--- src/sfs_pkg.sv ---
`default_nettype none
package sfs_pkg;
  // Command codes in bits 15..14
  localparam logic [1:0] CMD_FLAGS  = 2'h3;
  localparam logic [1:0] CMD_STATUS = 2'h0;
  // Command word field positions
  localparam int CODE_HI    = 15;
  localparam int CODE_LO    = 14;
  localparam int ADDR_HI    = 13;
  localparam int ADDR_LO    = 9;
  localparam int ACCESS_BIT = 8;
  localparam int BYTE_BIT   = 7;
  localparam logic       ACCESS_MARK = 1'h1;
  localparam logic [6:0] TAIL_ZERO   = 7'h00;
  // Register addresses
  localparam logic [4:0] ADDR_REG = 5'h0F;
  localparam logic [4:0] ADDR_CAN = 5'h10;
  localparam logic [4:0] ADDR_IO  = 5'h11;
  localparam logic [4:0] ADDR_ID  = 5'h12;
  localparam int NGROUPS = 3;
  // Frame bit counting
  localparam logic [4:0] FRAME_BITS   = 5'h10;
  localparam logic [4:0] FRAME_OVER   = 5'h11;
  localparam logic [4:0] SELECT_COUNT = 5'h08;
  localparam logic [4:0] LAST_BIT_IDX = 5'h0F;
  localparam logic [4:0] COUNT_ONE    = 5'h01;
  localparam logic [15:0] LOW_BYTE_MASK  = 16'h00FF;
  localparam logic [15:0] HIGH_BYTE_MASK = 16'hFF00;
  localparam logic [7:0]  EMPTY_BYTE     = 8'h00;
  localparam logic [15:0] FLAGS_RESET    = 16'h0000;
  // Serial clock timing
  localparam int CLK_PERIOD_NS = 50;
  localparam int SCLK_HALF_NS  = 500;
  localparam int SCLK_HALF_CYC = (SCLK_HALF_NS + CLK_PERIOD_NS - 1) / CLK_PERIOD_NS;
  localparam logic [4:0] HALF_LAST = 5'(SCLK_HALF_CYC - 1);
endpackage
`default_nettype wire

--- src/sfs_spi_if.sv ---
`timescale 1ns/1ps
`default_nettype none
interface sfs_spi_if;
  logic sclk;
  logic chip_select_bar;
  logic mosi;
  logic miso;

  modport device (
    input  sclk,
    input  chip_select_bar,
    input  mosi,
    output miso
  );

  modport host (
    output sclk,
    output chip_select_bar,
    output mosi,
    input  miso
  );
endinterface
`default_nettype wire
--- src/sfs_device.sv ---
// Notes on behaviour
// [RULE1] Code 11 in bits 15..14 reads failure flags
// [RULE2] Code 00 reads real-time state or identification
// [RULE3] Bits 13..9 carry the five-bit register address
// [RULE4] Host sets bit 8 high in reads
// [RULE5] No parity check on read commands
// [RULE6] Bit 7 picks byte; bits 6..0 zero
// [RULE7] Selected byte is low response byte
// [RULE8] Failure event sets its flag any time
// [RULE9] Read clears flag only if failure gone
// [RULE10] CAN byte two holds six wire faults
// [RULE11] Flags, I/O levels, identification all readable
// [RULE12] Status reads never touch latched flags
// [RULE13] Clear only after full frame, select released
`timescale 1ns/1ps
`default_nettype none
module sfs_device #(
  // Arbitrary identification value
  parameter logic [7:0] DEVICE_ID = 8'h5A
) (
  // Clock and reset
  input  wire logic        clk,
  input  wire logic        rst,
  // Serial link
  sfs_spi_if.device        spi,
  // Regulator failure sources
  input  wire logic [15:0] reg_fail_event,
  input  wire logic [15:0] reg_fail_present,
  // CAN failure sources, low byte
  input  wire logic [7:0]  can_fail_event,
  input  wire logic [7:0]  can_fail_present,
  // CAN wire faults: CANL bat, vdd, gnd, CANH bat, vdd, gnd
  input  wire logic [5:0]  can_wire_event,
  input  wire logic [5:0]  can_wire_present,
  // CAN summaries: bit 1 is bus_fault_summary_a
  input  wire logic [1:0]  can_summary_event,
  input  wire logic [1:0]  can_summary_present,
  // I/O failure sources
  input  wire logic [15:0] io_fail_event,
  input  wire logic [15:0] io_fail_present,
  // Real-time state
  input  wire logic [7:0]  can_rt_state,
  input  wire logic [7:0]  io_rt_level,
  // Flag view
  output logic      [15:0] reg_flags,
  output logic      [15:0] can_flags,
  output logic      [15:0] io_flags,
  // Frame outcome
  output logic             frame_done,
  output logic             frame_abort
);
  logic        sclk_prev_reg;
  logic        sclk_prev_next;
  logic        cs_prev_reg;
  logic        cs_prev_next;
  logic [4:0]  cnt_reg;
  logic [4:0]  cnt_next;
  logic [15:0] rx_reg;
  logic [15:0] rx_next;
  logic [7:0]  resp_reg;
  logic [7:0]  resp_next;
  logic        miso_reg;
  logic        miso_next;
  logic        done_reg;
  logic        done_next;
  logic        abort_reg;
  logic        abort_next;

  logic        sclk_rise;
  logic        cs_rise;
  logic        frame_ok;
  logic [15:0] sel_word;
  logic [7:0]  sel_byte;
  logic [15:0] evt   [sfs_pkg::NGROUPS];
  logic [15:0] pres  [sfs_pkg::NGROUPS];
  logic [15:0] clr   [sfs_pkg::NGROUPS];
  logic [15:0] flags [sfs_pkg::NGROUPS];

  assign sclk_rise = spi.sclk & ~sclk_prev_reg;
  assign cs_rise   = spi.chip_select_bar & ~cs_prev_reg;
  assign frame_ok  = cs_rise && (cnt_reg == sfs_pkg::FRAME_BITS); // [RULE13]

  // CAN byte two places the wire faults under the two summaries
  assign evt[0]  = reg_fail_event;
  assign pres[0] = reg_fail_present;
  assign evt[1]  = {can_summary_event, can_wire_event, can_fail_event}; // [RULE10]
  assign pres[1] = {can_summary_present, can_wire_present, can_fail_present}; // [RULE10]
  assign evt[2]  = io_fail_event;
  assign pres[2] = io_fail_present;

  for (genvar g = 0; g < sfs_pkg::NGROUPS; g++) begin : g_grp
    sfs_flag_group u_grp (
      .clk      (clk),
      .rst      (rst),
      .event_in (evt[g]),
      .present  (pres[g]),
      .clear_req(clr[g]),
      .flags    (flags[g])
    );
  end

  // Command as known when bit 7 arrives; bits below it are not needed
  assign sel_word = {rx_reg[7:0], spi.mosi, sfs_pkg::TAIL_ZERO};

  // Readout decode; bit 8 is not parity-checked and only marks the access
  always_comb begin
    logic [4:0] a;
    logic [1:0] gi;
    logic [15:0] fw;
    a  = sel_word[sfs_pkg::ADDR_HI:sfs_pkg::ADDR_LO]; // [RULE3] [RULE5]
    gi = 2'(a - sfs_pkg::ADDR_REG);
    fw = sfs_pkg::FLAGS_RESET;
    sel_byte = sfs_pkg::EMPTY_BYTE;
    if (a >= sfs_pkg::ADDR_REG && a <= sfs_pkg::ADDR_IO) begin
      fw = flags[gi];
    end
    case (sel_word[sfs_pkg::CODE_HI:sfs_pkg::CODE_LO])
      sfs_pkg::CMD_FLAGS: begin
        sel_byte = sel_word[sfs_pkg::BYTE_BIT] ? fw[15:8] : fw[7:0]; // [RULE1] [RULE11]
      end
      sfs_pkg::CMD_STATUS: begin
        // Real-time bytes sit in the upper byte select only
        if (sel_word[sfs_pkg::BYTE_BIT]) begin
          case (a)
            sfs_pkg::ADDR_CAN: sel_byte = can_rt_state; // [RULE2]
            sfs_pkg::ADDR_IO:  sel_byte = io_rt_level;  // [RULE11]
            sfs_pkg::ADDR_ID:  sel_byte = DEVICE_ID;    // [RULE11]
            default:           sel_byte = sfs_pkg::EMPTY_BYTE;
          endcase
        end
      end
      default: sel_byte = sfs_pkg::EMPTY_BYTE;
    endcase
  end

  // Clear masks, applied only on a clean frame end of a flag read
  always_comb begin
    logic [4:0] a;
    a = rx_reg[sfs_pkg::ADDR_HI:sfs_pkg::ADDR_LO];
    for (int g = 0; g < sfs_pkg::NGROUPS; g++) begin
      clr[g] = sfs_pkg::FLAGS_RESET;
      if (frame_ok
          && rx_reg[sfs_pkg::CODE_HI:sfs_pkg::CODE_LO] == sfs_pkg::CMD_FLAGS // [RULE12]
          && a == 5'(sfs_pkg::ADDR_REG + 5'(g))) begin
        clr[g] = rx_reg[sfs_pkg::BYTE_BIT] ? sfs_pkg::HIGH_BYTE_MASK
                                           : sfs_pkg::LOW_BYTE_MASK; // [RULE9] [RULE13]
      end
    end
  end

  // Shift engine: sample mosi and present miso on the same sclk rise,
  // so the byte select in bit 7 is known before response bit 7 goes out
  always_comb begin
    sclk_prev_next = spi.sclk;
    cs_prev_next   = spi.chip_select_bar;
    cnt_next       = cnt_reg;
    rx_next        = rx_reg;
    resp_next      = resp_reg;
    miso_next      = miso_reg;
    done_next      = frame_ok;
    abort_next     = cs_rise && !frame_ok;
    if (spi.chip_select_bar) begin
      cnt_next  = '0;
      miso_next = 1'b0;
    end else if (sclk_rise && cnt_reg != sfs_pkg::FRAME_OVER) begin
      cnt_next = cnt_reg + sfs_pkg::COUNT_ONE;
      if (cnt_reg < sfs_pkg::FRAME_BITS) begin
        rx_next = {rx_reg[14:0], spi.mosi};
      end
      if (cnt_reg == sfs_pkg::SELECT_COUNT) begin
        resp_next = sel_byte;
        miso_next = sel_byte[7]; // [RULE7]
      end else if (cnt_reg > sfs_pkg::SELECT_COUNT && cnt_reg < sfs_pkg::FRAME_BITS) begin
        miso_next = resp_reg[3'(sfs_pkg::LAST_BIT_IDX - cnt_reg)]; // [RULE7]
      end else begin
        miso_next = 1'b0;
      end
    end
  end

  always_ff @(posedge clk) begin
    if (rst) begin
      sclk_prev_reg <= 1'b0;
      cs_prev_reg   <= 1'b1;
      cnt_reg       <= '0;
      rx_reg        <= '0;
      resp_reg      <= '0;
      miso_reg      <= 1'b0;
      done_reg      <= 1'b0;
      abort_reg     <= 1'b0;
    end else begin
      sclk_prev_reg <= sclk_prev_next;
      cs_prev_reg   <= cs_prev_next;
      cnt_reg       <= cnt_next;
      rx_reg        <= rx_next;
      resp_reg      <= resp_next;
      miso_reg      <= miso_next;
      done_reg      <= done_next;
      abort_reg     <= abort_next;
    end
  end

  assign spi.miso    = miso_reg;
  assign reg_flags   = flags[0];
  assign can_flags   = flags[1];
  assign io_flags    = flags[2];
  assign frame_done  = done_reg;
  assign frame_abort = abort_reg;
endmodule
`default_nettype wire

--- src/sfs_flag_group.sv ---
`timescale 1ns/1ps
`default_nettype none
module sfs_flag_group (
  // Clock and reset
  input  wire logic        clk,
  input  wire logic        rst,
  // Failure sources
  input  wire logic [15:0] event_in,
  input  wire logic [15:0] present,
  // Clear from a completed read
  input  wire logic [15:0] clear_req,
  // Latched flags
  output logic      [15:0] flags
);
  logic [15:0] flags_reg;
  logic [15:0] flags_next;

  always_comb begin
    // A still-present failure survives the read; a new event beats the clear
    flags_next = (flags_reg & ~(clear_req & ~present)) | event_in; // [RULE8] [RULE9]
  end

  always_ff @(posedge clk) begin
    if (rst) begin
      flags_reg <= sfs_pkg::FLAGS_RESET;
    end else begin
      flags_reg <= flags_next;
    end
  end

  assign flags = flags_reg;
endmodule
`default_nettype wire

--- src/flat_wrapper.sv ---
// flat-port wrapper written by rule: the top's interface ports become plain ports
module sfs_device_flat 
#(
                                   
  parameter logic [7:0] DEVICE_ID = 8'h5A
)
  (clk, rst, reg_fail_event, reg_fail_present, can_fail_event, can_fail_present, can_wire_event, can_wire_present, can_summary_event, can_summary_present, io_fail_event, io_fail_present, can_rt_state, io_rt_level, reg_flags, can_flags, io_flags, frame_done, frame_abort, spi_sclk, spi_chip_select_bar, spi_mosi, spi_miso);
  sfs_spi_if spi_i ();
  input  wire logic clk;
  input  wire logic rst;
  input  wire logic [15:0] reg_fail_event;
  input  wire logic [15:0] reg_fail_present;
  input  wire logic [7:0] can_fail_event;
  input  wire logic [7:0] can_fail_present;
  input  wire logic [5:0] can_wire_event;
  input  wire logic [5:0] can_wire_present;
  input  wire logic [1:0] can_summary_event;
  input  wire logic [1:0] can_summary_present;
  input  wire logic [15:0] io_fail_event;
  input  wire logic [15:0] io_fail_present;
  input  wire logic [7:0] can_rt_state;
  input  wire logic [7:0] io_rt_level;
  output logic      [15:0] reg_flags;
  output logic      [15:0] can_flags;
  output logic      [15:0] io_flags;
  output logic frame_done;
  output logic frame_abort;
  input wire logic [$bits(spi_i.sclk)-1:0] spi_sclk;
  input wire logic [$bits(spi_i.chip_select_bar)-1:0] spi_chip_select_bar;
  input wire logic [$bits(spi_i.mosi)-1:0] spi_mosi;
  output wire logic [$bits(spi_i.miso)-1:0] spi_miso;
  assign spi_i.sclk = spi_sclk;
  assign spi_i.chip_select_bar = spi_chip_select_bar;
  assign spi_i.mosi = spi_mosi;
  assign spi_miso = spi_i.miso;
  sfs_device #(.DEVICE_ID(DEVICE_ID)) u_core (.clk(clk), .rst(rst), .spi(spi_i), .reg_fail_event(reg_fail_event), .reg_fail_present(reg_fail_present), .can_fail_event(can_fail_event), .can_fail_present(can_fail_present), .can_wire_event(can_wire_event), .can_wire_present(can_wire_present), .can_summary_event(can_summary_event), .can_summary_present(can_summary_present), .io_fail_event(io_fail_event), .io_fail_present(io_fail_present), .can_rt_state(can_rt_state), .io_rt_level(io_rt_level), .reg_flags(reg_flags), .can_flags(can_flags), .io_flags(io_flags), .frame_done(frame_done), .frame_abort(frame_abort));
endmodule
--- config.mk ---
export PLATFORM = sky130hd
export DESIGN_NAME = sfs_device_flat
export DESIGN_NICKNAME = d
export VERILOG_FILES = /design/src/sfs_pkg.sv /design/src/sfs_spi_if.sv /design/src/sfs_device.sv /design/src/sfs_flag_group.sv /design/src/flat_wrapper.sv
export SDC_FILE = /design/constraint.sdc
export NUM_CORES = 1
export LEC_CHECK = 0
export ABC_CLOCK_PERIOD_IN_PS = 3550
export BUFFER_PORTS_ARGS = -buffer_cell sky130_fd_sc_hd__buf_4
export CORE_ASPECT_RATIO = 1.75
export CORE_MARGIN = 2
export CORE_UTILIZATION = 51
export DETAILED_ROUTE_END_ITERATION = 10
export PLACE_DENSITY = 0.84
export RECOVER_POWER = 100
export SLEW_MARGIN = 5
export SYNTH_ARGS = -nofsm -noshare
export SYNTH_HDL_FRONTEND = slang
export SYNTH_SLANG_ARGS = --single-unit
export TNS_END_PERCENT = 30
--- constraint.sdc ---
create_clock -name clk -period 3.55 [get_ports clk]
set_input_delay 0.5325 -clock clk [delete_from_list [all_inputs] [get_ports clk]]
set_output_delay 0.5325 -clock clk [all_outputs]
set_load 0.01 [all_outputs]
==> results_dict.tcl, run 1 <==
set metrics [dict create \
    maxCapViolations 0 \
    grt-ovfl-total 0 \
    cp_slowest_cell "dfxtp_1" \
    num_rows 41 \
    required_ns 3.78 \
    dieArea_um2 8030 \
    wire_per_inst_um 16.3 \
    synth_ff_type "dfxtp_1" \
    clk_latency_ns 0.34 \
    p_leak_nw 2.23 \
    antenna_left 0 \
    finalCritPeriodShare_pct 65.8 \
    min_to "u_core.g_grp[1].u_grp.flags[2]" \
    whs_ns 0.429 \
    worst-setup-path-type "flip-flop to flip-flop" \
    port_buffers 167 \
    grt_max_degree 69 \
    synth_area_um2 3730 \
    cts_max_level 3 \
    slew_headroom_pct 53.2 \
    cts-resized-gates 0 \
    dr_wl_met3_um 678 \
    p_per_area_nw_per_um2 452 \
    reg2reg_to "u_core.spi.miso" \
    skew_ns 0.00488 \
    status "complete, no violations" \
    yosysSeqAreaShare_pct 44.1 \
    cp_max_fo 17 \
    grt_pass1_vias 3690 \
    synth_nets 575 \
    post_cts_buffers 0 \
    largest_reg_flops 48 \
    final_layout_size_suffix_gt1_share_pct 22.8 \
    nFillCells 605 \
    antenna_found_initial 0 \
    drc 0 \
    grt.total_usage_pct 29.0 \
    crit_path_start_kind "flip-flop" \
    die_h_um 117 \
    hp-class "input pin to flip-flop" \
    r2r_slack_ns 1.21 \
    io_pins 168 \
    routed_wl_um 11400 \
    finalSetupTns_ns 0 \
    postSynthAreaPerCell_um2 8.30 \
    postSynthCellCount 449 \
    hold_start "can_fail_event[2]" \
    clock_path_buffers 2 \
    dr.pass1.iters 4 \
    fp.dieW_um 68.6 \
    grt_pass1_wl_um 17100 \
    hpwl_um 8840 \
    maxSlewViolCount 0 \
    nets 732 \
    crit_buf_inv 2 \
    cts_tree "done" \
    highest_layer "met4" \
    cp_top_family "simple AND/OR/NAND/NOR gates" \
    area_growth_pct 38.4 \
    power.total_mw 2.33 \
    drt_iter0_markers 288 \
    r2r_cells 8 \
    vdd_drop_max_v 0.000358 \
    holdPathStages 3 \
    cp.arrival_ns 2.57 \
    end_kind "flip-flop" \
    numCtsBuffers 9 \
    root_buffer "clkbuf_16" \
    initial_utilization_pct 52.3 \
    drt-met1-wl_um 3990 \
    clk_pin_slew_ns 0.06 \
    max_freq_mhz 428 \
    async_reset_ff_share_pct 0 \
    max_slew.worst_pin.slew_ns 0.698 \
    place.gp.congestion 0.906 \
    rsz0062_at_grt "no" \
    ys_seq_elements 82 \
    via_per_inst 5.53 \
    crit_chain "inv_1 -> ha_1 -> buf_4 -> or2_0 -> o22ai_1 -> nor2_1 -> o221ai_1 -> a21o_1" \
    postCtsHoldBufs 0 \
    core_area_um2 7130 \
    cts_sinks 82 \
    yosysUniqueCellTypes 43 \
    wl_met2_um 6070 \
    min_period_ns 2.34 \
    synth_edf_count 0 \
    rr_startpoint "u_core.rx_reg[1]" \
    yosysWarnings 0 \
    final_hold_viol_count 0 \
    setup_violations 0 \
    num_vias 3852 \
    antenna_cells 0 \
    cpPeakStageDelay_ns 0.49 \
]
-- tightest hold or removal path, stage by stage --
cell	delay, ns
buf_4	0.07
inv_1	0.03
a21oi_1	0.09
-- layout make-up --
class / count / area [um^2] / area share, %
well taps: 86 / 108 / 2.09
multi-input cells: 290 / 1790 / 34.6
clock buffers: 10 / 239 / 4.63
flip-flops and latches: 82 / 1640 / 31.8
clock inverters: 5 / 103 / 1.99
inverters: 54 / 203 / 3.93
repair buffers: 169 / 1080 / 20.9
-- cells by family (layout without fill, tap and decap cells) --
group                      Yosys count  count (layout)  synth area share (%)
DFF                                 82              82                  44.1
adders and majority gates            9               9                  3.02
and+or+nand+nor                     97              97                  13.0
muxes                               27              27                  7.92
xor gates and xnor gates             4               4                 0.940
AOI/OAI and AO/OA                  153             153                  23.0
buffers and inverters               77             238                  8.03
-- worst max-delay path by stage --
stage,start,end,depth (start not counted),slack [ns]
after CTS,u_core.rx_reg[1],u_core.spi.miso,8,1.40
after floorplan,u_core.rx_reg[1],u_core.resp_reg[2],9,1.58
after global placement,rst,u_core.resp_reg[6],6,1.47
after global routing,u_core.rx_reg[1],u_core.spi.miso,8,1.01
after detailed placement,rst,u_core.resp_reg[3],6,1.39
final,u_core.rx_reg[1],u_core.spi.miso,8,1.21
-- cells in the final DEF, fill, tap and decap left out, drive strengths merged, types with 4 or more instances in the layout --
cell and count:
a21oi 65, a221o 4, a22o 4, a22oi 8
buf 118, clkbuf 61, dfxtp 82, ha 9
inv 54, mux2i 25, nand2 41, nor2 25
o21ai 52, o22ai 12
-- where the power goes --
| group | total [mW] | internal, mW | switching (mW) |
|---|---|---|---|
| registers | 1.00 | 0.963 | 0.0367 |
| logic | 0.276 | 0.144 | 0.132 |
| clock network | 1.05 | 0.700 | 0.353 |
| total | 2.33 | 1.81 | 0.522 |
-- layer usage --
layer	vias up	global-route usage [%]
li1	1863	-
met1	1782	29.9
met2	165	49.2
met3	42	8.41
met4	0	19.3
met5	-	0
-- stage by stage --
| step | util (%) | cells | cell area (um^2) | worst slack (ns) |
|---|---|---|---|---|
| global route | 72.3 | 696 | 5160 | 1.01 |
| detailed placement | 70.2 | 681 | 5010 | 1.39 |
| global placement | 70.2 | 681 | 5010 | 1.47 |
| floorplan | - | 449 | 3730 | 1.58 |
| finish | 72.3 | 696 | 5160 | 1.21 |
| CTS | 75.0 | 696 | 5350 | 1.40 |
-- cells in the mapped netlist, drive strengths merged (4+ instances only) --
| cell type | number | share of area, % |
|---|---|---|
| a221o | 4 | 1.1 |
| nor2 | 25 | 2.5 |
| a22o | 4 | 0.94 |
| o21ai | 52 | 7.0 |
| dfxtp | 82 | 44 |
| inv | 54 | 5.4 |
| nand2 | 41 | 4.1 |
| a22oi | 8 | 1.6 |
| buf | 9 | 1.2 |
| mux2i | 25 | 6.7 |
| o22ai | 12 | 2.0 |
| a21oi | 65 | 8.7 |
| ha | 9 | 3.0 |
| clkbuf | 14 | 1.4 |
Power figures use the tool's default switching activity.
==> run 2: changes to the inputs <==
--- a/config.mk
+++ b/config.mk
@@ -5,13 +5,13 @@
 export SDC_FILE = /design/constraint.sdc
 export NUM_CORES = 1
 export LEC_CHECK = 0
-export ABC_CLOCK_PERIOD_IN_PS = 3550
+export ABC_CLOCK_PERIOD_IN_PS = 2200
 export BUFFER_PORTS_ARGS = -buffer_cell sky130_fd_sc_hd__buf_4
 export CORE_ASPECT_RATIO = 1.75
 export CORE_MARGIN = 2
-export CORE_UTILIZATION = 51
+export CORE_UTILIZATION = 47
 export DETAILED_ROUTE_END_ITERATION = 10
-export PLACE_DENSITY = 0.84
+export PLACE_DENSITY = 0.78
 export RECOVER_POWER = 100
 export SLEW_MARGIN = 5
 export SYNTH_ARGS = -nofsm -noshare
==> constraint.sdc (replaced) <==
create_clock -name clk -period 2.2 [get_ports clk]
set_input_delay 0.33 -clock clk [delete_from_list [all_inputs] [get_ports clk]]
set_output_delay 0.33 -clock clk [all_outputs]
set_load 0.01 [all_outputs]
==> run 2 against run 1 <==
Largest power group is now sequential cells; first-iteration DRC count is 5.2% lower; combinational power is 64% higher; cell area is 0.73% lower; clock-buffer cell count is 3 higher; worst setup slack worse by 1.1 ns; flip-flop and latch count stayed put; register-to-register slack worse by 1.1 ns; sequential share of layout area is 0.23 points higher; highest routed layer unchanged; non-clock buffer count is 4 higher; core utilization is 6.7 points lower.
==> results_dict.tcl, run 2 (synthesized netlist as in run 1, its figures left out) <==
set metrics [dict create \
    worst-setup-path-type "flip-flop to flip-flop" \
    antenna_found_initial 0 \
    finalSetupTns_ns 0 \
    rsz0062_at_grt "no" \
    seq_area_um2 1640 \
    wire_per_inst_um 16.7 \
    grt.total_usage_pct 26.5 \
    cts-resized-gates 0 \
    cts_sinks 82 \
    min_period_ns 2.12 \
    finalCritPeriodShare_pct 96.2 \
    via_per_inst 5.53 \
    hp-class "input pin to flip-flop" \
    postCtsHoldBufs 0 \
    status "complete, no violations" \
    post_cts_buffers 0 \
    dieArea_um2 8680 \
    clock_path_buffers 2 \
    io_pins 168 \
    final_hold_viol_count 0 \
    final_common_cell "buf_4" \
    cts_tree "done" \
    cp_max_fo 8 \
    setup_violations 0 \
    p_per_area_nw_per_um2 664 \
    largest_reg_flops 48 \
    max_slew.worst_pin.slew_ns 0.726 \
    clk_latency_ns 0.33 \
    maxSlewViolCount 0 \
    maxCapViolations 0 \
    nets 736 \
    grt_pass1_vias 3833 \
    antenna_left 0 \
    area_growth_pct 37.4 \
    antenna_cells 0 \
    num_vias 3881 \
    end_kind "flip-flop" \
    vdd_drop_max_v 0.000464 \
    slew_headroom_pct 50.9 \
    final_layout_size_suffix_gt1_share_pct 22.5 \
    core_area_um2 7800 \
    p_leak_nw 2.22 \
    cp.arrival_ns 2.30 \
    grt_max_degree 63 \
    clk_pin_slew_ns 0.05 \
    initial_utilization_pct 47.8 \
    place.gp.congestion 0.942 \
    max_freq_mhz 473 \
    skew_ns 0.00478 \
    final_util_pct 65.6 \
    numCtsBuffers 9 \
    port_buffers 167 \
    layout_common_cells "buf_4 (120), dfxtp_1 (82), a21oi_1 (65)" \
    fp.dieW_um 71.3 \
    grt_pass1_wl_um 17700 \
    dr.pass1.iters 5 \
    required_ns 2.39 \
    crit_path_start_kind "flip-flop" \
    num_rows 43 \
    drt_iter0_markers 273 \
    die_h_um 122 \
    routed_wl_um 11700 \
    grt-ovfl-total 0 \
    root_buffer "clkbuf_16" \
    drc 0 \
    nFillCells 719 \
    multi_input_area_um2 1790 \
    hpwl_um 9310 \
    cts_max_level 3 \
]
## run 2: cell type report
| cell class | instances | area share [%] |
|---|---|---|
| multi-input combinational | 290 | 34.9 |
| sequential | 82 | 32.1 |
| timing repair buffer | 173 | 21.8 |
| clock buffer | 13 | 5.08 |
| inverter | 54 | 3.96 |
| tap | 90 | 2.20 |
## run 2: worst paths after layout
check	slack (ns)	depth (start not counted)	end	startpoint
max	0.08	5	u_core.g_grp[2].u_grp.flags[0]	u_core.rx_reg[10]
min	0.24	3	u_core.g_grp[1].u_grp.flags[4]	can_fail_event[4]
max reg2reg	0.08	5	u_core.g_grp[2].u_grp.flags[0]	u_core.rx_reg[10]
min reg2reg	0.46	2	u_core.rx_reg[8]	u_core.rx_reg[8]
## run 2: critical path, stage by stage (launching register included)
cell and delay, ns:
dfxtp_1 0.34, nor4b_1 0.67, nand2_1 0.12, or3_1 0.47
o21ai_0 0.26, a21oi_1 0.11
## run 2: per-layer routing
| layer | routed length [um] | part of all wire, % | up-vias | global-route usage [%] |
|---|---|---|---|---|
| li1 | - | - | 1862 | - |
| met1 | 4080 | 35 | 1828 | 27.2 |
| met2 | 6650 | 57 | 157 | 49.7 |
| met3 | 554 | 4.7 | 34 | 4.80 |
| met4 | 442 | 3.8 | 0 | 14.0 |
| met5 | 0 | 0 | - | 0 |
## run 2: per-stage QoR
stage | hold WS, ns | instance area [um^2] | setup slack [ns] | std cells | total power, mW
3_5_place_dp | 0.455 | 5050 | 0.163 | 689 | 2.15
4_1_cts | 0.195 | 5310 | 0.162 | 702 | 3.47
3_3_place_gp | 0.439 | 5050 | 0.255 | 689 | 2.14
5_1_grt | 0.231 | 5120 | 0.0451 | 702 | 3.54
2_1_floorplan | 0.421 | 3730 | 0.231 | 449 | 1.82
6_report | 0.235 | 5120 | 0.0842 | 702 | 3.40
## run 2: power by group
group          internal, mW  switching, mW  total (mW)
Sequential             1.55         0.0573        1.61
Combinational         0.235          0.219       0.454
Clock                 0.807          0.528        1.34
Total                  2.60          0.804        3.40
==> run 3: changes to the inputs <==
--- a/config.mk
+++ b/config.mk
@@ -7,11 +7,13 @@
 export LEC_CHECK = 0
 export ABC_CLOCK_PERIOD_IN_PS = 2200
 export BUFFER_PORTS_ARGS = -buffer_cell sky130_fd_sc_hd__buf_4
+export CELL_PAD_IN_SITES_DETAIL_PLACEMENT = 1
+export CELL_PAD_IN_SITES_GLOBAL_PLACEMENT = 2
 export CORE_ASPECT_RATIO = 1.75
 export CORE_MARGIN = 2
-export CORE_UTILIZATION = 47
+export CORE_UTILIZATION = 26
 export DETAILED_ROUTE_END_ITERATION = 10
-export PLACE_DENSITY = 0.78
+export PLACE_DENSITY = 0.79
 export RECOVER_POWER = 100
 export SLEW_MARGIN = 5
 export SYNTH_ARGS = -nofsm -noshare
==> run 3 against run 2 <==
Via count fell by 1.9%; non-clock buffer count is 2 higher; flip-flop and latch count did not move; worst setup slack better by 0.15 ns; combinational power up 3%.
==> results_dict.tcl, run 3 (synthesized netlist as in run 1, its figures left out) <==
set metrics [dict create \
    status "complete, no violations" \
    setup_violations 0 \
    clk_latency_ns 0.35 \
    drt_iter0_markers 107 \
    hpwl_um 11500 \
    dp_worst_setup_slack_ns 0.226 \
    grt_pass1_wl_um 21900 \
    cts_tree "done" \
    num_vias 3806 \
    hp-class "input pin to flip-flop" \
    clock_path_buffers 2 \
    antenna_found_initial 0 \
    grt_max_degree 40 \
    post_cts_buffers 0 \
    clk_pin_slew_ns 0.06 \
    nFillCells 1746 \
    dieArea_um2 15300 \
    wire_per_inst_um 17.8 \
    via_per_inst 4.79 \
    drc 0 \
    max_slew.worst_pin.slew_ns 0.600 \
    cp.arrival_ns 2.20 \
    routed_wl_um 14100 \
    fp.dieW_um 94.5 \
    antenna_left 0 \
    p_leak_nw 2.28 \
    largest_reg_flops 48 \
    grt.total_usage_pct 19.0 \
    skew_ns 0.00713 \
    required_ns 2.43 \
    power.total_mw 3.94 \
    maxSlewViolCount 0 \
    num_rows 57 \
    crit_buf_inv 2 \
    crit_chain "inv_1 -> ha_1 -> buf_12 -> mux2i_1 -> nor2_1 -> nor2_1 -> o22ai_1 -> a22o_1" \
    initial_utilization_pct 26.7 \
    postCtsHoldBufs 0 \
    area_growth_pct 43.7 \
    root_buffer "clkbuf_16" \
    min_period_ns 1.96 \
    setup_slack_ns 0.238 \
    finalCritPeriodShare_pct 89.2 \
    vdd_drop_max_v 0.000436 \
    crit_path_start_kind "flip-flop" \
    grt-ovfl-total 0 \
    cts-resized-gates 0 \
    io_pins 168 \
    nets 738 \
    final_common_cell "buf_4" \
    slew_headroom_pct 60.0 \
    max_freq_mhz 510 \
    finalSetupTns_ns 0 \
    layout_common_cells "buf_4 (123), dfxtp_1 (82), a21oi_1 (65)" \
    die_h_um 162 \
    final_layout_size_suffix_gt1_share_pct 23.5 \
    dr.pass1.iters 4 \
    cts_sinks 82 \
    place.gp.congestion 0.851 \
    rsz0062_at_grt "no" \
    cpPeakStageDelay_ns 0.33 \
    port_buffers 167 \
    cp_top_family "flip-flops" \
    maxCapViolations 0 \
    final_hold_viol_count 0 \
    p_per_area_nw_per_um2 737 \
    end_kind "flip-flop" \
    worst-setup-path-type "flip-flop to flip-flop" \
    cts_max_level 3 \
    grt_pass1_vias 4157 \
    cp_max_fo 17 \
    cp_slowest_cell "dfxtp_1" \
    antenna_cells 0 \
    numCtsBuffers 9 \
    crit_top_cell "nor2_1" \
    core_area_um2 14000 \
]
-- run 3: cell count changes in the layout (fill, tap and decap cells not counted) --
cell / change
buf_4: +3
o21ai_1: +1
o21ai_0: -1
bufinv_16: +4
clkbuf_1: -2
clkbuf_8: -1
clkinv_2: +1
-- run 3: power by group --
part | leakage [nW] | switching (mW) | internal [mW] | total [mW]
Combinational | 1.43 | 0.232 | 0.236 | 0.468
Sequential | 0.677 | 0.0540 | 1.55 | 1.61
Clock | 0.180 | 0.616 | 1.25 | 1.87
-- run 3: area by class of cell --
type                       instances  area (um^2)  area share (%)
clock buffer                      11          243            4.53
clock inverter                     5          125            2.34
inverter                          54          203            3.79
multi-input combinational        290         1790            33.3
sequential                        82         1640            30.7
tap                              177          221            4.14
timing repair buffer             175         1130            21.2
-- run 3: stage by stage --
stage / area, um^2 / utilization (%) / std cells / hold slack [ns]
2_1_floorplan: 3730 / - / 449 / 0.421
3_3_place_gp: 5180 / 37.0 / 778 / 0.443
3_5_place_dp: 5180 / 37.0 / 778 / 0.449
4_1_cts: 5550 / 39.7 / 794 / 0.212
5_1_grt: 5350 / 38.3 / 794 / 0.223
6_report: 5350 / 38.3 / 794 / 0.216
-- run 3: worst register-to-register path, cell delays in order (launching register included) --
cell and delay, ns:
dfxtp_1 0.33, inv_1 0.08, ha_1 0.33, buf_12 0.18, mux2i_1 0.32, nor2_1 0.08
nor2_1 0.21, o22ai_1 0.11, a22o_1 0.21
-- run 3: path summary, 6_finish.rpt --
path,slack (ns),endpoint,cells after the start,from
worst max-delay path,0.24,u_core.resp_reg[7],8,u_core.rx_reg[1]
worst max register to register,0.24,u_core.resp_reg[7],8,u_core.rx_reg[1]
worst min register to register,0.45,u_core.rx_reg[0],2,u_core.rx_reg[0]
worst min-delay path,0.22,u_core.g_grp[2].u_grp.flags[0],3,io_fail_event[0]
-- run 3: layer usage --
layer / up-vias / track usage [%] / part of all wire (%)
met5: - / 0 / 0
met4: 0 / 8.04 / 3.4
met3: 28 / 3.93 / 4.6
met2: 108 / 36.6 / 57
met1: 1800 / 19.2 / 35
li1: 1870 / - / -
